[config.mk]
export PLATFORM = sky130hd
export DESIGN_NAME = clms_device_flat
export DESIGN_NICKNAME = d
export VERILOG_FILES = /design/src/include/clms_pkg.sv /design/src/include/clms_if.sv /design/src/design/clms_device.sv /design/src/flat_wrapper.sv
export SDC_FILE = /design/constraint.sdc
export NUM_CORES = 1
export LEC_CHECK = 0
export BUFFER_PORTS_ARGS = -buffer_cell sky130_fd_sc_hd__buf_4
export CORE_AREA = 2 2 41 43
export DETAILED_ROUTE_END_ITERATION = 10
export DIE_AREA = 0 0 43 45
export PLACE_DENSITY = 0.83
export REMOVE_ABC_BUFFERS = 1
export SETUP_SLACK_MARGIN = 0.3
export SLEW_MARGIN = 15
export SYNTH_ARGS = -nofsm -noshare
export SYNTH_HDL_FRONTEND = slang
export SYNTH_SLANG_ARGS = --single-unit
[constraint.sdc]
create_clock -name sys_clk -period 1.5 [get_ports sys_clk]
set_input_delay 0.3 -clock sys_clk [delete_from_list [all_inputs] [get_ports sys_clk]]
set_output_delay 0.3 -clock sys_clk [all_outputs]
set_load 0.03 [all_outputs]
[src/include/clms_pkg.sv]
// constants and types for closed loop mode selection
// assumes one clock domain shared by controller end and drive end
// Behaviour
// system select 0 semi, 1 fully closed
// function 0: fully closed always, ignore switching
// function 1: command or input selects fully
// unassigned loop select input reads off
// function select only matters in fully system; the parameter alarm still follows it in semi system too
// function 1 with absolute detect: parameter alarm
// absolute detect availability depends on method
// droop clear switching needs repeated homing
// wire method 0 two-wire, 1 four-wire
// differential phase encoder needs wire method 0
// wire method mismatch raises alarms a, b
// two-axis unit uses two-wire method only
// two-axis with phase rotary raises alarm a
// alarms latch until corrected and cleared
`default_nettype none
package clms_pkg;
	localparam logic SYS_SEMI = 1'b0;
	localparam logic SYS_FULL = 1'b1;
	localparam logic LFS_FIXED = 1'b0;
	localparam logic LFS_SWITCHED = 1'b1;
	localparam logic DROOP_ENABLED = 1'b0;
	localparam logic WIRE_TWO = 1'b0;
	localparam logic WIRE_FOUR = 1'b1;
	// register byte offsets of the controller end
	localparam logic [7:0] OFS_CTRL = 8'h00;
	localparam logic [7:0] OFS_STATUS = 8'h04;
	localparam logic [7:0] OFS_IRQ_STAT = 8'h08;
	localparam logic [7:0] OFS_IRQ_MASK = 8'h0C;
	localparam logic [7:0] OFS_CMD = 8'h10;
	// control register fields
	localparam int CTRL_SYS = 0;
	localparam int CTRL_LFS = 1;
	localparam int CTRL_ABS = 2;
	localparam int CTRL_DROOP = 3;
	localparam int CTRL_WIRE = 4;
	localparam int CTRL_CMD = 5;
	localparam int CTRL_W = 6;
	localparam logic [5:0] CTRL_RESET = 6'h08;
	// status register fields
	localparam int ST_FULL = 0;
	localparam int ST_UNIT = 1;
	localparam int ST_ABS = 2;
	localparam int ST_PAR = 3;
	localparam int ST_ENC_A = 4;
	localparam int ST_ENC_B = 5;
	localparam int ST_HOME = 6;
	localparam int ST_W = 7;
	// interrupt status and mask fields
	localparam int IRQ_PAR = 0;
	localparam int IRQ_ENC_A = 1;
	localparam int IRQ_ENC_B = 2;
	localparam int IRQ_SWITCH = 3;
	localparam int IRQ_HOME = 4;
	localparam int IRQ_W = 5;
	localparam logic [4:0] IRQ_MASK_RESET = 5'h00;
	// command register fields
	localparam int CMD_ALARM_CLR = 0;
	localparam int CMD_HOME_DONE = 1;
	typedef enum logic {METH_SEMI, METH_FULL} clms_method_t;
endpackage : clms_pkg
`default_nettype wire

[src/include/clms_if.sv]
// link between motion controller end and drive end
// assumes both ends run on sys_clk; all signals are levels except pulses noted
`default_nettype none
interface clms_if;
	// controller to drive: settings and command
	logic closed_loop_system_select;
	logic loop_function_select;
	logic absolute_detect_enable;
	logic droop_clear_on_switch;
	logic encoder_wire_method_select;
	logic loop_select_command;
	logic alarm_clear;                // one-cycle pulse
	// drive to controller: state and alarms
	logic fully_closed_active;
	logic command_unit_load;
	logic abs_detect_active;
	logic parameter_error_alarm;
	logic encoder_config_alarm_a;
	logic encoder_config_alarm_b;
	logic method_switched;            // one-cycle pulse
	modport device (
		input  closed_loop_system_select,
		input  loop_function_select,
		input  absolute_detect_enable,
		input  droop_clear_on_switch,
		input  encoder_wire_method_select,
		input  loop_select_command,
		input  alarm_clear,
		output fully_closed_active,
		output command_unit_load,
		output abs_detect_active,
		output parameter_error_alarm,
		output encoder_config_alarm_a,
		output encoder_config_alarm_b,
		output method_switched
	);
	modport host (
		output closed_loop_system_select,
		output loop_function_select,
		output absolute_detect_enable,
		output droop_clear_on_switch,
		output encoder_wire_method_select,
		output loop_select_command,
		output alarm_clear,
		input  fully_closed_active,
		input  command_unit_load,
		input  abs_detect_active,
		input  parameter_error_alarm,
		input  encoder_config_alarm_a,
		input  encoder_config_alarm_b,
		input  method_switched
	);
endinterface : clms_if
`default_nettype wire

[src/design/clms_device.sv]
// drive end: picks semi or fully closed loop control and checks setup
// assumes settings on the link are held by the controller end, and that
// encoder detection and pin assignment inputs are synchronous to sys_clk
`default_nettype none
module clms_device (
	// clock and reset
	input  wire logic                 sys_clk,
	input  wire logic                 rst_b,
	// controller link
	clms_if.device                    link,
	// loop select input pin and its assignment
	input  wire logic                 loop_select_input,
	input  wire logic                 loop_select_assigned,
	// load encoder port detection
	input  wire logic                 encoder_present,
	input  wire logic                 encoder_four_wire,
	input  wire logic                 encoder_abz,
	input  wire logic                 encoder_abz_rotary,
	input  wire logic                 encoder_absolute,
	input  wire logic                 two_axis_unit,
	// control outputs
	output var  clms_pkg::clms_method_t control_method,
	output logic                      port_four_wire,
	output logic                      droop_clear_strobe,
	output logic                      alarm_any
);
	import clms_pkg::*;

	// registered copies of the controller settings, and the gated loop select input
	logic          cfg_system;
	logic          cfg_lfs;
	logic          cfg_abs;
	logic          cfg_droop;
	logic          cfg_wire;
	logic          cfg_command;
	logic          cfg_clear;
	logic          loop_sel_eff;
	// method selection
	clms_method_t  next_method;
	logic          abs_available;
	// alarm conditions
	logic          par_cond;
	logic          mismatch_cond;
	logic          phase_rotary_cond;
	logic          alarm_par;
	logic          alarm_a;
	logic          alarm_b;

	// latched alarm: a standing cause wins over a clear in the same cycle
	function automatic logic sticky (
		input logic cause,
		input logic held,
		input logic clear
	);
		sticky = cause | (held & ~clear);
	endfunction : sticky

	// capture settings once per cycle so all decisions use one snapshot
	always_ff @(posedge sys_clk or negedge rst_b)
	begin
		if (!rst_b)
		begin
			cfg_system  <= SYS_SEMI;
			cfg_lfs     <= LFS_FIXED;
			cfg_abs     <= 1'b0;
			cfg_droop   <= DROOP_ENABLED;
			cfg_wire    <= WIRE_TWO;
			cfg_command <= 1'b0;
			cfg_clear   <= 1'b0;
		end
		else
		begin
			cfg_system  <= link.closed_loop_system_select;
			cfg_lfs     <= link.loop_function_select;
			cfg_abs     <= link.absolute_detect_enable;
			cfg_droop   <= link.droop_clear_on_switch;
			cfg_wire    <= link.encoder_wire_method_select;
			cfg_command <= link.loop_select_command;
			cfg_clear   <= link.alarm_clear;
		end
	end

	// input pin counts only when mapped to a device pin
	assign loop_sel_eff = loop_select_input & loop_select_assigned;

	// method decision: system first, then function, then switch signals
	always_comb
	begin
		if (cfg_system == SYS_SEMI)
		begin
			next_method = METH_SEMI;
		end
		else if (cfg_lfs == LFS_FIXED)
		begin
			next_method = METH_FULL;
		end
		else if (cfg_command | loop_sel_eff)
		begin
			next_method = METH_FULL;
		end
		else
		begin
			next_method = METH_SEMI;
		end
	end

	// absolute detection: semi system always, fixed fully only with
	// an absolute load encoder, never while switching is allowed
	always_comb
	begin
		if (cfg_system == SYS_SEMI)
		begin
			abs_available = 1'b1;
		end
		else if (cfg_lfs == LFS_FIXED)
		begin
			abs_available = encoder_absolute;
		end
		else
		begin
			abs_available = 1'b0;
		end
	end

	// alarm causes, evaluated continuously from the settings snapshot
	assign par_cond = (cfg_lfs == LFS_SWITCHED) & cfg_abs;
	// wire method must match the encoder; phase interface needs two-wire
	assign mismatch_cond = encoder_present
		& (((cfg_wire == WIRE_FOUR) != encoder_four_wire)
		| (encoder_abz & (cfg_wire != WIRE_TWO)));
	// phase rotary encoders are not usable on a two-axis unit
	assign phase_rotary_cond = encoder_present & two_axis_unit
		& encoder_abz_rotary;

	// active control method and its switch events
	always_ff @(posedge sys_clk or negedge rst_b)
	begin
		if (!rst_b)
		begin
			control_method     <= METH_SEMI;
			link.method_switched <= 1'b0;
			droop_clear_strobe <= 1'b0;
		end
		else
		begin
			control_method       <= next_method;
			link.method_switched <= (next_method != control_method);
			// droop pulses are cleared on a switch only when enabled
			droop_clear_strobe   <= (next_method != control_method)
				& (cfg_droop == DROOP_ENABLED);
		end
	end

	// reported state: method, command unit, absolute detection
	always_ff @(posedge sys_clk or negedge rst_b)
	begin
		if (!rst_b)
		begin
			link.fully_closed_active <= 1'b0;
			link.command_unit_load   <= 1'b0;
			link.abs_detect_active   <= 1'b0;
		end
		else
		begin
			link.fully_closed_active <= (next_method == METH_FULL);
			link.command_unit_load   <= (cfg_system == SYS_FULL);
			link.abs_detect_active   <= cfg_abs & abs_available;
		end
	end

	// encoder port wiring follows the wire method setting
	always_ff @(posedge sys_clk or negedge rst_b)
	begin
		if (!rst_b)
		begin
			port_four_wire <= 1'b0;
		end
		else
		begin
			port_four_wire <= (cfg_wire == WIRE_FOUR);
		end
	end

	// alarm latches: held until the cause is gone and a clear arrives
	always_ff @(posedge sys_clk or negedge rst_b)
	begin
		if (!rst_b)
		begin
			alarm_par <= 1'b0;
			alarm_a   <= 1'b0;
			alarm_b   <= 1'b0;
		end
		else
		begin
			alarm_par <= sticky(par_cond, alarm_par, cfg_clear);
			alarm_a   <= sticky(mismatch_cond | phase_rotary_cond,
				alarm_a, cfg_clear);
			alarm_b   <= sticky(mismatch_cond, alarm_b, cfg_clear);
		end
	end

	// alarm reporting to the controller and the summary pin
	always_ff @(posedge sys_clk or negedge rst_b)
	begin
		if (!rst_b)
		begin
			link.parameter_error_alarm  <= 1'b0;
			link.encoder_config_alarm_a <= 1'b0;
			link.encoder_config_alarm_b <= 1'b0;
			alarm_any                   <= 1'b0;
		end
		else
		begin
			link.parameter_error_alarm  <= alarm_par;
			link.encoder_config_alarm_a <= alarm_a;
			link.encoder_config_alarm_b <= alarm_b;
			alarm_any                   <= alarm_par | alarm_a | alarm_b;
		end
	end
endmodule : clms_device
`default_nettype wire

[src/flat_wrapper.sv]
// flat-port wrapper written by rule: the top's interface ports become plain ports
module clms_device_flat import clms_pkg::*;
  (sys_clk, rst_b, loop_select_input, loop_select_assigned, encoder_present, encoder_four_wire, encoder_abz, encoder_abz_rotary, encoder_absolute, two_axis_unit, control_method, port_four_wire, droop_clear_strobe, alarm_any, link_closed_loop_system_select, link_loop_function_select, link_absolute_detect_enable, link_droop_clear_on_switch, link_encoder_wire_method_select, link_loop_select_command, link_alarm_clear, link_fully_closed_active, link_command_unit_load, link_abs_detect_active, link_parameter_error_alarm, link_encoder_config_alarm_a, link_encoder_config_alarm_b, link_method_switched);
  clms_if link_i ();
  input  wire logic sys_clk;
  input  wire logic rst_b;
  input  wire logic loop_select_input;
  input  wire logic loop_select_assigned;
  input  wire logic encoder_present;
  input  wire logic encoder_four_wire;
  input  wire logic encoder_abz;
  input  wire logic encoder_abz_rotary;
  input  wire logic encoder_absolute;
  input  wire logic two_axis_unit;
  output var  clms_pkg::clms_method_t control_method;
  output logic port_four_wire;
  output logic droop_clear_strobe;
  output logic alarm_any;
  input wire logic [$bits(link_i.closed_loop_system_select)-1:0] link_closed_loop_system_select;
  input wire logic [$bits(link_i.loop_function_select)-1:0] link_loop_function_select;
  input wire logic [$bits(link_i.absolute_detect_enable)-1:0] link_absolute_detect_enable;
  input wire logic [$bits(link_i.droop_clear_on_switch)-1:0] link_droop_clear_on_switch;
  input wire logic [$bits(link_i.encoder_wire_method_select)-1:0] link_encoder_wire_method_select;
  input wire logic [$bits(link_i.loop_select_command)-1:0] link_loop_select_command;
  input wire logic [$bits(link_i.alarm_clear)-1:0] link_alarm_clear;
  output wire logic [$bits(link_i.fully_closed_active)-1:0] link_fully_closed_active;
  output wire logic [$bits(link_i.command_unit_load)-1:0] link_command_unit_load;
  output wire logic [$bits(link_i.abs_detect_active)-1:0] link_abs_detect_active;
  output wire logic [$bits(link_i.parameter_error_alarm)-1:0] link_parameter_error_alarm;
  output wire logic [$bits(link_i.encoder_config_alarm_a)-1:0] link_encoder_config_alarm_a;
  output wire logic [$bits(link_i.encoder_config_alarm_b)-1:0] link_encoder_config_alarm_b;
  output wire logic [$bits(link_i.method_switched)-1:0] link_method_switched;
  assign link_i.closed_loop_system_select = link_closed_loop_system_select;
  assign link_i.loop_function_select = link_loop_function_select;
  assign link_i.absolute_detect_enable = link_absolute_detect_enable;
  assign link_i.droop_clear_on_switch = link_droop_clear_on_switch;
  assign link_i.encoder_wire_method_select = link_encoder_wire_method_select;
  assign link_i.loop_select_command = link_loop_select_command;
  assign link_i.alarm_clear = link_alarm_clear;
  assign link_fully_closed_active = link_i.fully_closed_active;
  assign link_command_unit_load = link_i.command_unit_load;
  assign link_abs_detect_active = link_i.abs_detect_active;
  assign link_parameter_error_alarm = link_i.parameter_error_alarm;
  assign link_encoder_config_alarm_a = link_i.encoder_config_alarm_a;
  assign link_encoder_config_alarm_b = link_i.encoder_config_alarm_b;
  assign link_method_switched = link_i.method_switched;
  clms_device u_core (.sys_clk(sys_clk), .rst_b(rst_b), .link(link_i), .loop_select_input(loop_select_input), .loop_select_assigned(loop_select_assigned), .encoder_present(encoder_present), .encoder_four_wire(encoder_four_wire), .encoder_abz(encoder_abz), .encoder_abz_rotary(encoder_abz_rotary), .encoder_absolute(encoder_absolute), .two_axis_unit(two_axis_unit), .control_method(control_method), .port_four_wire(port_four_wire), .droop_clear_strobe(droop_clear_strobe), .alarm_any(alarm_any));
endmodule
==> results.txt, run 1 <==
----------------------------------------------------
[Run status]
  Run status ... completed

[Yosys]
  Largest area contributor in the synthesized netlist ... sky130_fd_sc_hd__dfrtp_1
  Synthesized instance count ... 40
  Average footprint of a synthesized cell ... about 16 µm²
  Ranking of synthesized cells by area ... sky130_fd_sc_hd__dfrtp_1, sky130_fd_sc_hd__a31oi_4, sky130_fd_sc_hd__inv_1
  Register area share after synthesis ... approximately 78%
  Number of library cell types mapped by synthesis ... 18
  Area fraction of the dominant cell type after synthesis ... between 70% and 80%
  Post-synthesis sequential element count ... 20
  Yosys synthesis warning count ... 0
  Cell area after synthesis ... approximately 650 µm²

[Floorplanning]
  Number of rows in the core area ... 14
  Die outline width ... approximately 43 µm
  Initial Utilization ... 43.88%
  I/O pin count ... 28
  Die Footprint ... ~0.0019 mm²
  Total core area ... 0.001471 mm²
  Die extent in y ... roughly 45 µm

[Detailed routing]
  Initial DRC count ... 3
  Avg Vias per Cell ... roughly 4.7
  WL final ... between 1000 and 1500 µm
  Remaining antenna violation count ... 0
  Count of TritonRoute iterations in the first routing pass ... 2
  Average routed wire per standard cell ... 11.91 µm
  DR vias ... 417
  Count of unresolved DRC violations after routing ... 0

[Finish]
  Proportion of layout cells with a drive suffix above 1 ... a little under 50%
  Final non-filler cell area ... just over 900 µm²
  Final core utilization ... between 60% and 70%
  Area added between synthesis and finish ... 41.86%
  Number of inserted filler cells in the final layout ... approximately 110
  Antenna diode instance count ... 0
  Leading cell types in the layout, fill and taps excluded ... sky130_fd_sc_hd__buf_4, sky130_fd_sc_hd__dfrtp_1, sky130_fd_sc_hd__inv_1
  Most common cell after layout, fill and taps aside ... sky130_fd_sc_hd__buf_4
  Finished Layout Cells ... 88
  Layout net count ... 91

[STA]
  Peak clock frequency supported by timing ... roughly 0.85 GHz
  Worst hold-check slack ... between 0.1 and 0.15 ns
  Final max-slew violation count ... 0
  Transition time of the tightest slew-check pin ... 0.2397 ns
  Fin worst setup slack ... ~0.32 ns
  Final critical path time including I/O delays and setup ... 1.180 ns
  RSZ-0062 raised after global routing ... yes
  Setup tns final ... 0 ns
  Slew HR ... between 80 and 90%
  Hold violation total from the final report ... 0
  Final setup viols ... 0
  Final period utilization ... between 70% and 80%
  Worst Skew ... 0.002538 ns

[Clock network]
  CTS sink cnt ... 20
  Clock slew at the register clock pins of the worst setup and hold paths ... around 0.090 ns
  # H-tree levels ... 1
  Clock tree from TritonCTS ... yes
  Clock network latency to the later pin of the worst-skew pair ... a little under 0.3 ns
  Number of buffers inserted during clock tree synthesis ... 3
  Number of buffers on the longest clock path ... 2
  Clock tree root buffer cell ... sky130_fd_sc_hd__clkbuf_4

[Worst hold path]
  Hold Crit Endpoint ... u_core.cfg_lfs
  Type of the most critical hold path ... in2reg
  Hold Crit Start ... link_loop_function_select
  WHS Path Cells ... 1

[Worst setup path]
  Critical Path RT ... about 1.2 ns
  FF-to-FF path depth ... 3
  Crit path max fanout ... 4
  Start-to-end type of the worst setup path ... reg2out
  Crit-path slowest cell ... sky130_fd_sc_hd__dfrtp_1
  Maximum cell stage delay along the critical path ... 0.43 ns
  Cells along the critical path ... buf_6
  R2R Setup Slk ... about 0.4 ns
  Data arrival at the endpoint of the critical path ... about 0.88 ns
  Reg2reg end ... u_core.droop_clear_strobe
  Setup crit end kind ... primary output
  Cell type group with the largest total delay on the critical path ... flip-flops
  Kind of start point of the critical path ... flip-flop
  Buffers plus inverters on the worst setup path ... 1
  Startpoint of the worst-slack reg-to-reg timing path ... u_core.cfg_system

[Power and ir drop]
  Static leakage ... about 0.46 nW
  Final Total Pwr ... ~1.0 mW
  Power per Cell Area ... roughly 1100 mW/mm²
  Worst-case vdd ir drop ... 618.5 µV

[Placement]
  Placed instance area ... approximately 860 µm²
  Number of cells in the design after placement ... 82
  Port Buffer Count ... 27
  Detail Placement HPWL ... roughly 820 µm
  Pre-CTS setup slack ... a little under 0.4 ns
  Global placer's final weighted congestion ... between 0.6 and 0.7

[Global routing]
  Maximum number of pins on one net before global-route repair ... 21
  Remaining global-route overflow ... 0
  Total routing usage reported by global routing ... between 10% and 20%
  Wire length of the first global-routing pass ... 1704 µm
  Initial antenna violation count ... 0
  Vias in the first global route ... around 420

[Flow run]
  Max-capacitance violation count ... 0

----------------------------------------------------
-- timing repair --
item                                   in CTS  in global routing
endpoints found under the hold margin      20                  0
cloned                                      0                  0
gates resized for setup                     0                  2
setup endpoints to repair                   2                  2
setup buffers                               2                  0
hold buffers                                1                  0
-- where the power goes --
| part | switching (mW) | internal, mW |
|---|---|---|
| logic | 0.0906 | 0.0822 |
| registers | 0.0201 | 0.579 |
| clock network | 0.137 | 0.0933 |
| total | 0.248 | 0.754 |
-- layout make-up --
cell class	instances	area (µm²)	share of cell area (%)
clock buffer	3	22.52	2.459
inverter	4	15.01	1.639
multi-input combinational	15	122.6	13.39
sequential	20	500.5	54.64
tap	16	20.02	2.186
timing repair buffer	30	235.2	25.68
-- kinds of logic (layout without fill, tap and decap cells) --
logic type      Yosys count  after routing  share of synthesized area (%)
flops                    20             20                          77.52
simple gates              7              7                          6.203
compound gates            6              6                          9.109
buf+inv                   5             37                          3.488
xor+xnor                  1              1                          1.357
mux                       1              1                          2.325
-- worst max path at each step --
| stage | start | endpoint | slack, ns | cells past startpoint |
|---|---|---|---|---|
| after floorplan | u_core.control_method | u_core.droop_clear_strobe | 0.30 | 2 |
| after global placement | loop_select_input | u_core.droop_clear_strobe | 0.43 | 4 |
| after detailed placement | loop_select_input | u_core.droop_clear_strobe | 0.39 | 4 |
| after CTS | u_core.control_method | control_method | 0.31 | 1 |
| after global routing | u_core.control_method | control_method | 0.27 | 1 |
| final | u_core.control_method | control_method | 0.32 | 1 |
-- synth_stat cells, drive strengths merged --
library cell,number
dfrtp,20
inv,4
nand2,2
a21boi,1
a22o,1
a31oi,1
a32oi,1
buf,1
mux2,1
nand2b,1
nand3b,1
nor2,1
nor2b,1
o211ai,1
o21ai,1
or3,1
xor2,1
-- worst register-to-register path: cells and delay by family, from the launching register on --
| family | cells | cell delay (ns) |
|---|---|---|
| flip-flops | 1 | 0.39 |
| multiplexers | 1 | 0.32 |
| AO/OA/AOI/OAI | 1 | 0.20 |
| buffers and inverters | 1 | 0.09 |
-- metal layers --
| layer | up-vias | routed length, µm | GRT usage (%) |
|---|---|---|---|
| met3 | 4 | 85 | 4.000 |
| met2 | 20 | 568 | 23.03 |
| met5 | - | 0 | 0 |
| met1 | 198 | 372 | 12.27 |
| li1 | 195 | - | - |
| met4 | 0 | 23 | 9.091 |
Note: power is estimated with default switching activity, not from simulation.
==> inputs of run 2 (changes only) <==
- CORE_AREA: 2 2 41 43 -> 2 2 44 46
- DIE_AREA: 0 0 43 45 -> 0 0 46 48
- PLACE_DENSITY: 0.83 -> 0.77
- clock period: 1.5 -> 1 ns (I/O delays scaled with it)
==> run 2 against run 1 <==
The run now ends with setup timing left; clock power is 50% higher; count of clock-buffer cells in the layout stayed put; critical path depth is 2 higher; register-to-register slack worse by 0.47 ns; critical path type is now reg2reg; non-clock buffer count is 4 higher; power is 55% higher; worst hold slack worse by 0.093 ns.
==> results.txt, run 2 (synthesis results as in run 1) <==
----------------------------------------------------
[Run status]
  Run status ... finished with violations
  Violations in the final reports ... setup timing

[STA]
  Final period utilization ... 105.9%
  Hold violation total from the final report ... 0 (unchanged)
  Final max-slew violation count ... 0 (unchanged)
  RSZ-0062 raised after global routing ... yes
  Peak clock frequency supported by timing ... roughly 0.94 GHz
  Transition time of the tightest slew-check pin ... 0.2368 ns (-0.002940 ns)
  Worst Skew ... 0.0005284 ns (-0.002010 ns)
  Final critical path time including I/O delays and setup ... between 1 and 1.5 ns
  Setup tns final ... -0.1712 ns (-0.1712 ns)
  Fin worst setup slack ... -0.05880 ns (-0.3785 ns)
  Final setup viols ... 7 (+7)
  Slew HR ... 84.21% (+0.20 points)
  Worst hold-check slack ... 0.01846 ns (-0.09329 ns)

[Placement]
  Port Buffer Count ... 27 (unchanged)
  Number of cells in the design after placement ... 85 (+3.7%)
  Global placer's final weighted congestion ... 0.6813 (+8.5%)

[Global routing]
  Wire length of the first global-routing pass ... 1711 µm (+0.41%)
  Global-route track usage on met3 ... 4.528% (+0.53 points)
  Total routing usage reported by global routing ... 11.25% (-1.5 points)
  Vias in the first global route ... 430 (+3.4%)
  Maximum number of pins on one net before global-route repair ... 21 (unchanged)
  Remaining global-route overflow ... 0 (unchanged)
  Initial antenna violation count ... 0 (unchanged)
  Met1 track demand over resource ... 11.85% (-0.42 points)
  Busiest layer in global routing ... met2
  Fraction of met2 tracks used by global routing ... 20.56% (-2.5 points)

[Flow run]
  Max-capacitance violation count ... 0 (unchanged)

[Worst setup path]
  R2R Setup Slk ... -0.06 ns (-0.47 ns)
  Critical Path RT ... 1.17 ns (-0.03 ns)
  Reg2reg end ... u_core.droop_clear_strobe
  FF-to-FF path depth ... 3 (unchanged)
  Startpoint of the worst-slack reg-to-reg timing path ... u_core.control_method
  Kind of start point of the critical path ... flip-flop
  Crit path max fanout ... 3 (-1)
  Start-to-end type of the worst setup path ... reg2reg
  Data arrival at the endpoint of the critical path ... 1.23 ns (+0.35 ns)
  Setup crit end kind ... flip-flop

[Worst hold path]
  Type of the most critical hold path ... in2reg
  Hold Crit Start ... link_droop_clear_on_switch
  Hold Crit Endpoint ... u_core.cfg_droop
  WHS Path Cells ... 1 (unchanged)

[Clock network]
  CTS sink cnt ... 20 (unchanged)
  Clock tree from TritonCTS ... yes
  Clock tree root buffer cell ... sky130_fd_sc_hd__clkbuf_4
  Number of buffers inserted during clock tree synthesis ... 3 (unchanged)
  # H-tree levels ... 1 (unchanged)
  Clock network latency to the later pin of the worst-skew pair ... 0.28 ns (about the same)
  Number of buffers on the longest clock path ... 2 (unchanged)
  Clock slew at the register clock pins of the worst setup and hold paths ... 0.10 ns (about the same)

[Detailed routing]
  Count of unresolved DRC violations after routing ... 0 (unchanged)
  DR vias ... 427 (+2.4%)
  Average routed wire per standard cell ... 10.97 µm (-7.9%)
  Avg Vias per Cell ... 4.591 (-3.1%)
  Count of TritonRoute iterations in the first routing pass ... 1 (-1)
  WL final ... 1020 µm (-2.7%)
  Remaining antenna violation count ... 0 (unchanged)
  Initial DRC count ... 0 (-3)

[Finish]
  Antenna diode instance count ... 0 (unchanged)
  Footprint of the flip-flops and latches ... 500.5 µm² (unchanged)
  Proportion of layout cells with a drive suffix above 1 ... 52.63% (+4.0 points)
  Finished Layout Cells ... 93 (+5.7%)
  Area added between synthesis and finish ... 55.23%
  Leading cell types in the layout, fill and taps excluded ... sky130_fd_sc_hd__dfrtp_1, sky130_fd_sc_hd__buf_4, sky130_fd_sc_hd__buf_6
  Number of inserted filler cells in the final layout ... 143 (+36%)
  Area used by multi-input combinational logic ... 133.9 µm² (+9.2%)
  Most common cell after layout, fill and taps aside ... sky130_fd_sc_hd__dfrtp_1
  Layout net count ... 95 (+4.4%)

[Power and ir drop]
  Worst-case vdd ir drop ... 556.9 µV (-10%)
  Static leakage ... 0.4953 nW (+8.5%)
  Share of total power consumed by net switching ... 24.66% (-0.083 points)
  Power per Cell Area ... 1547 mW/mm² (+41%)
  Net switching power ... 0.3823 mW (+54%)
  Sequential fraction of design power ... 58.1% (-1.6 points)
  Clock share of power ... 22.3% (-0.7 points)
  P_int ... 1.168 mW (+55%)
  Final Total Pwr ... 1.550 mW (+55%)
  Combinational group share of total power ... 19.6% (+2.4 points)

[Floorplanning]
  Number of rows in the core area ... 15 (+1)
  Die extent in y ... 48 µm (+6.7%)
  Total core area ... 0.001689 mm² (+15%)
  Initial Utilization ... 38.22% (-5.7 points)
  I/O pin count ... 28 (unchanged)
  Die Footprint ... 0.002208 mm² (+14%)
  Die outline width ... 46 µm (+7.0%)

----------------------------------------------------
-- run 2: cell count changes in the layout (fill, tap and decap cells not counted), sizes merged --
cell | before | now
buf | 29 | 32
dlygate4sd3 | 1 | 2
-- run 2: worst max-delay path by stage --
stage / end / startpoint
2_1_floorplan: u_core.droop_clear_strobe / u_core.control_method
3_3_place_gp: u_core.droop_clear_strobe / u_core.cfg_lfs
3_5_place_dp: u_core.droop_clear_strobe / u_core.cfg_lfs
4_1_cts: link_fully_closed_active / u_core.control_method
5_1_grt: u_core.droop_clear_strobe / u_core.control_method
6_report: u_core.droop_clear_strobe / u_core.control_method
-- run 2: cell type report --
class                      count  area share, %
multi-input combinational     15          13.36
clock buffer                   3          2.247
sequential                    20          49.94
timing repair buffer          34          30.84
tap                           17          2.122
inverter                       4          1.498
-- run 2: repair_timing --
item,CTS,global route
resized for setup,16,1
hold buffers,1,1
endpoints found under the hold margin,20,1
setup buffers,3,0
pin swaps,3,1
endpoints found under the setup margin,19,19
-- run 2: through the flow --
step | util (%) | area [µm²] | setup slack [ns]
2_1_floorplan | - | 638.1 | -0.2048
3_3_place_gp | 51.93 | 877.1 | 0.01177
3_5_place_dp | 51.93 | 877.1 | -0.02370
4_1_cts | 58.52 | 988.4 | -0.06883
5_1_grt | 59.33 | 1002 | -0.08989
6_report | 59.33 | 1002 | -0.05880
-- run 2: power groups by stage --
stage	logic, mW	registers, mW	clock network [mW]
finish	0.303	0.901	0.346
global route	0.328	0.908	0.388
floorplan	0.0426	0.985	0
detailed placement	0.254	0.912	0
global placement	0.249	0.910	0
CTS	0.302	0.901	0.361
-- run 2: per-layer routing --
layer / vias up / routed length (µm)
met5: - / 0
met4: 0 / 6
met1: 205 / 355
met3: 2 / 72
met2: 16 / 584
li1: 204 / -
-- run 2: critical path, stage by stage (launching register included) --
cell                      delay (ns)
sky130_fd_sc_hd__dfrtp_1        0.42
sky130_fd_sc_hd__buf_4          0.15
sky130_fd_sc_hd__nor2b_1        0.12
sky130_fd_sc_hd__mux2_4         0.26
==> inputs of run 3 (changes only) <==
- BUFFER_PORTS_ARGS: -buffer_cell sky130_fd_sc_hd__buf_4 -> default
- CORE_AREA: 2 2 44 46 -> 2 2 39 41
- DIE_AREA: 0 0 46 48 -> 0 0 41 43
- DONT_BUFFER_PORTS: default -> 1
- PLACE_DENSITY: 0.77 -> 0.66
==> run 3 against run 2 <==
The flow finishes with violations (hold timing, setup timing); non-clock buffer count decreased by 16; worst hold slack worse by 0.43 ns; combinational power down 52%; core utilization increased by 3.6 points; critical path depth shrank 2; sequential power up 7.4%.
==> results.txt, run 3 (synthesis results as in run 1) <==
----------------------------------------------------
[Worst setup path]
  Critical Path RT ... 0.80 ns (-0.37 ns)
  Kind of start point of the critical path ... flip-flop
  Setup crit end kind ... primary output
  Data arrival at the endpoint of the critical path ... 0.86 ns (-0.37 ns)
  Buffers plus inverters on the worst setup path ... 1 (unchanged)
  R2R Setup Slk ... -0.03 ns (+0.03 ns)
  Maximum cell stage delay along the critical path ... 0.40 ns (-0.02 ns)
  Start-to-end type of the worst setup path ... reg2out
  Cells along the critical path ... buf_6
  Crit path max fanout ... 2 (-1)
  Reg2reg end ... u_core.droop_clear_strobe
  FF-to-FF path depth ... 2 (-1)
  Crit-path slowest cell ... sky130_fd_sc_hd__dfrtp_1
  Cell type group with the largest total delay on the critical path ... flip-flops
  Startpoint of the worst-slack reg-to-reg timing path ... u_core.cfg_lfs
  Stages on the worst setup path ... 1 (-2)

[Detailed routing]
  DR vias ... 385 (-9.8%)
  Count of TritonRoute iterations in the first routing pass ... 2 (+1)
  Count of unresolved DRC violations after routing ... 0 (unchanged)
  WL final ... 1023 µm (+0.29%)
  Initial DRC count ... 1 (+1)
  Remaining antenna violation count ... 0 (unchanged)
  Average routed wire per standard cell ... 13.46 µm (+23%)
  Avg Vias per Cell ... 5.066 (+10%)

[Placement]
  Port Buffer Count ... 0 (-100%)
  Detail Placement HPWL ... around 690 µm
  Number of cells in the design after placement ... 59 (-31%)
  Global placer's final weighted congestion ... 0.7467 (+9.6%)
  Placed instance area ... 688.2 µm² (-22%)

[Global routing]
  Initial antenna violation count ... 0 (unchanged)
  Maximum number of pins on one net before global-route repair ... 21 (unchanged)
  Vias in the first global route ... 416 (-3.3%)
  Wire length of the first global-routing pass ... 1649 µm (-3.6%)
  Remaining global-route overflow ... 0 (unchanged)
  Total routing usage reported by global routing ... 15.10% (+3.8 points)

[Worst hold path]
  Type of the most critical hold path ... in2async

[Finish]
  Finished Layout Cells ... 76 (-18%)
  Final non-filler cell area ... 870.8 µm² (-13%)
  Most common cell after layout, fill and taps aside ... sky130_fd_sc_hd__dfrtp_1
  Layout net count ... 79 (-17%)
  Antenna diode instance count ... 0 (unchanged)
  Area added between synthesis and finish ... 34.88%
  Proportion of layout cells with a drive suffix above 1 ... 48.33% (-4.3 points)
  Leading cell types in the layout, fill and taps excluded ... sky130_fd_sc_hd__dfrtp_1, sky130_fd_sc_hd__dfrtp_2, sky130_fd_sc_hd__dlygate4sd3_1, sky130_fd_sc_hd__buf_4, sky130_fd_sc_hd__buf_6

[Floorplanning]
  Die extent in y ... 43 µm (-10%)
  Die Footprint ... 0.001763 mm² (-20%)
  Total core area ... 0.001384 mm² (-18%)
  Die outline width ... 41 µm (-11%)
  Number of rows in the core area ... 14 (-1)
  I/O pin count ... 28 (unchanged)
  Initial Utilization ... 46.65% (+8.4 points)

[Run status]
  Run status ... finished with violations
  Violations in the final reports ... hold timing, setup timing

[STA]
  Final max-slew violation count ... 0 (unchanged)
  Worst Skew ... 0.002685 ns (+0.002156 ns)
  Fin worst setup slack ... -0.05738 ns (+0.001423 ns)
  Peak clock frequency supported by timing ... 0.9457 GHz (+0.13%)
  Final critical path time including I/O delays and setup ... 1.057 ns (-0.001422 ns)
  Hold violation total from the final report ... 20 (+20)
  Transition time of the tightest slew-check pin ... 0.2040 ns (-0.03283 ns)
  Final setup viols ... 3 (-4)
  RSZ-0062 raised after global routing ... yes
  Worst hold-check slack ... -0.4151 ns (-0.4335 ns)
  Slew HR ... 86.34% (+2.1 points)
  Final period utilization ... 105.7% (-0.14 points)

[Clock network]
  Number of hold-repair buffers added at the cts stage ... 7 (+6)
  Clock network latency to the later pin of the worst-skew pair ... 0.29 ns (about the same)
  Clock slew at the register clock pins of the worst setup and hold paths ... 0.10 ns (about the same)
  CTS sink cnt ... 20 (unchanged)
  Clock tree from TritonCTS ... yes
  Number of buffers inserted during clock tree synthesis ... 3 (unchanged)
  Clock tree root buffer cell ... sky130_fd_sc_hd__clkbuf_4
  Number of buffers on the longest clock path ... 2 (unchanged)
  # H-tree levels ... 1 (unchanged)

[Power and ir drop]
  Power per Cell Area ... 1691 mW/mm² (+9.3%)
  Static leakage ... 0.3939 nW (-20%)
  Worst-case vdd ir drop ... 856.1 µV (+54%)
  Final Total Pwr ... 1.473 mW (-5.0%)

[Flow run]
  Max-capacitance violation count ... 0 (unchanged)

----------------------------------------------------
==> run 3: stage by stage <==
step / TNS [ns] / setup slack [ns] / util [%]
floorplan: -0.2048 / -0.2048 / -
global placement: 0 / 0.008101 / 49.73
detailed placement: -0.02577 / -0.02577 / 49.73
CTS: -0.1398 / -0.05927 / 62.66
global route: -0.2938 / -0.08877 / 62.93
finish: -0.1493 / -0.05738 / 62.93
==> run 3: layout make-up <==
type	count	area [µm²]
inverters	4	15.01
clock buffers	3	22.52
well taps	16	20.02
flip-flops and latches	20	511.7
repair buffers	18	167.7
multi-input cells	15	133.9
fillers	105	513.0
==> run 3: what timing repair did <==
action                                  4_1_cts  5_1_grt
endpoints found under the setup margin       19       19
setup buffers                                 7        0
resized for setup                            17        1
pin swaps                                     3        3
endpoints found under the hold margin        27       20
==> run 3: per-layer routing <==
metal  vias up  global-route usage [%]  routed length (µm)
met4         0                   10.00                  29
met2        20                   25.94                 588
met5         -                       0                   0
met1       189                   14.89                 344
li1        173                       -                   -
met3         3                   3.141                  60
==> run 3: worst max-delay path by stage <==
stage / startpoint / to / slack (ns)
after global routing: u_core.control_method / link_fully_closed_active / -0.09
after floorplan: u_core.control_method / u_core.droop_clear_strobe / -0.20
after detailed placement: u_core.cfg_system / u_core.droop_clear_strobe / -0.03
final: u_core.control_method / link_fully_closed_active / -0.06
after CTS: u_core.control_method / link_fully_closed_active / -0.06
after global placement: u_core.cfg_system / u_core.droop_clear_strobe / 0.008
==> run 3: report_power, final <==
group | internal (mW) | total [mW] | switching [mW]
combinational | 0.0919 | 0.145 | 0.0534
clock | 0.140 | 0.360 | 0.219
sequential | 0.875 | 0.968 | 0.0930
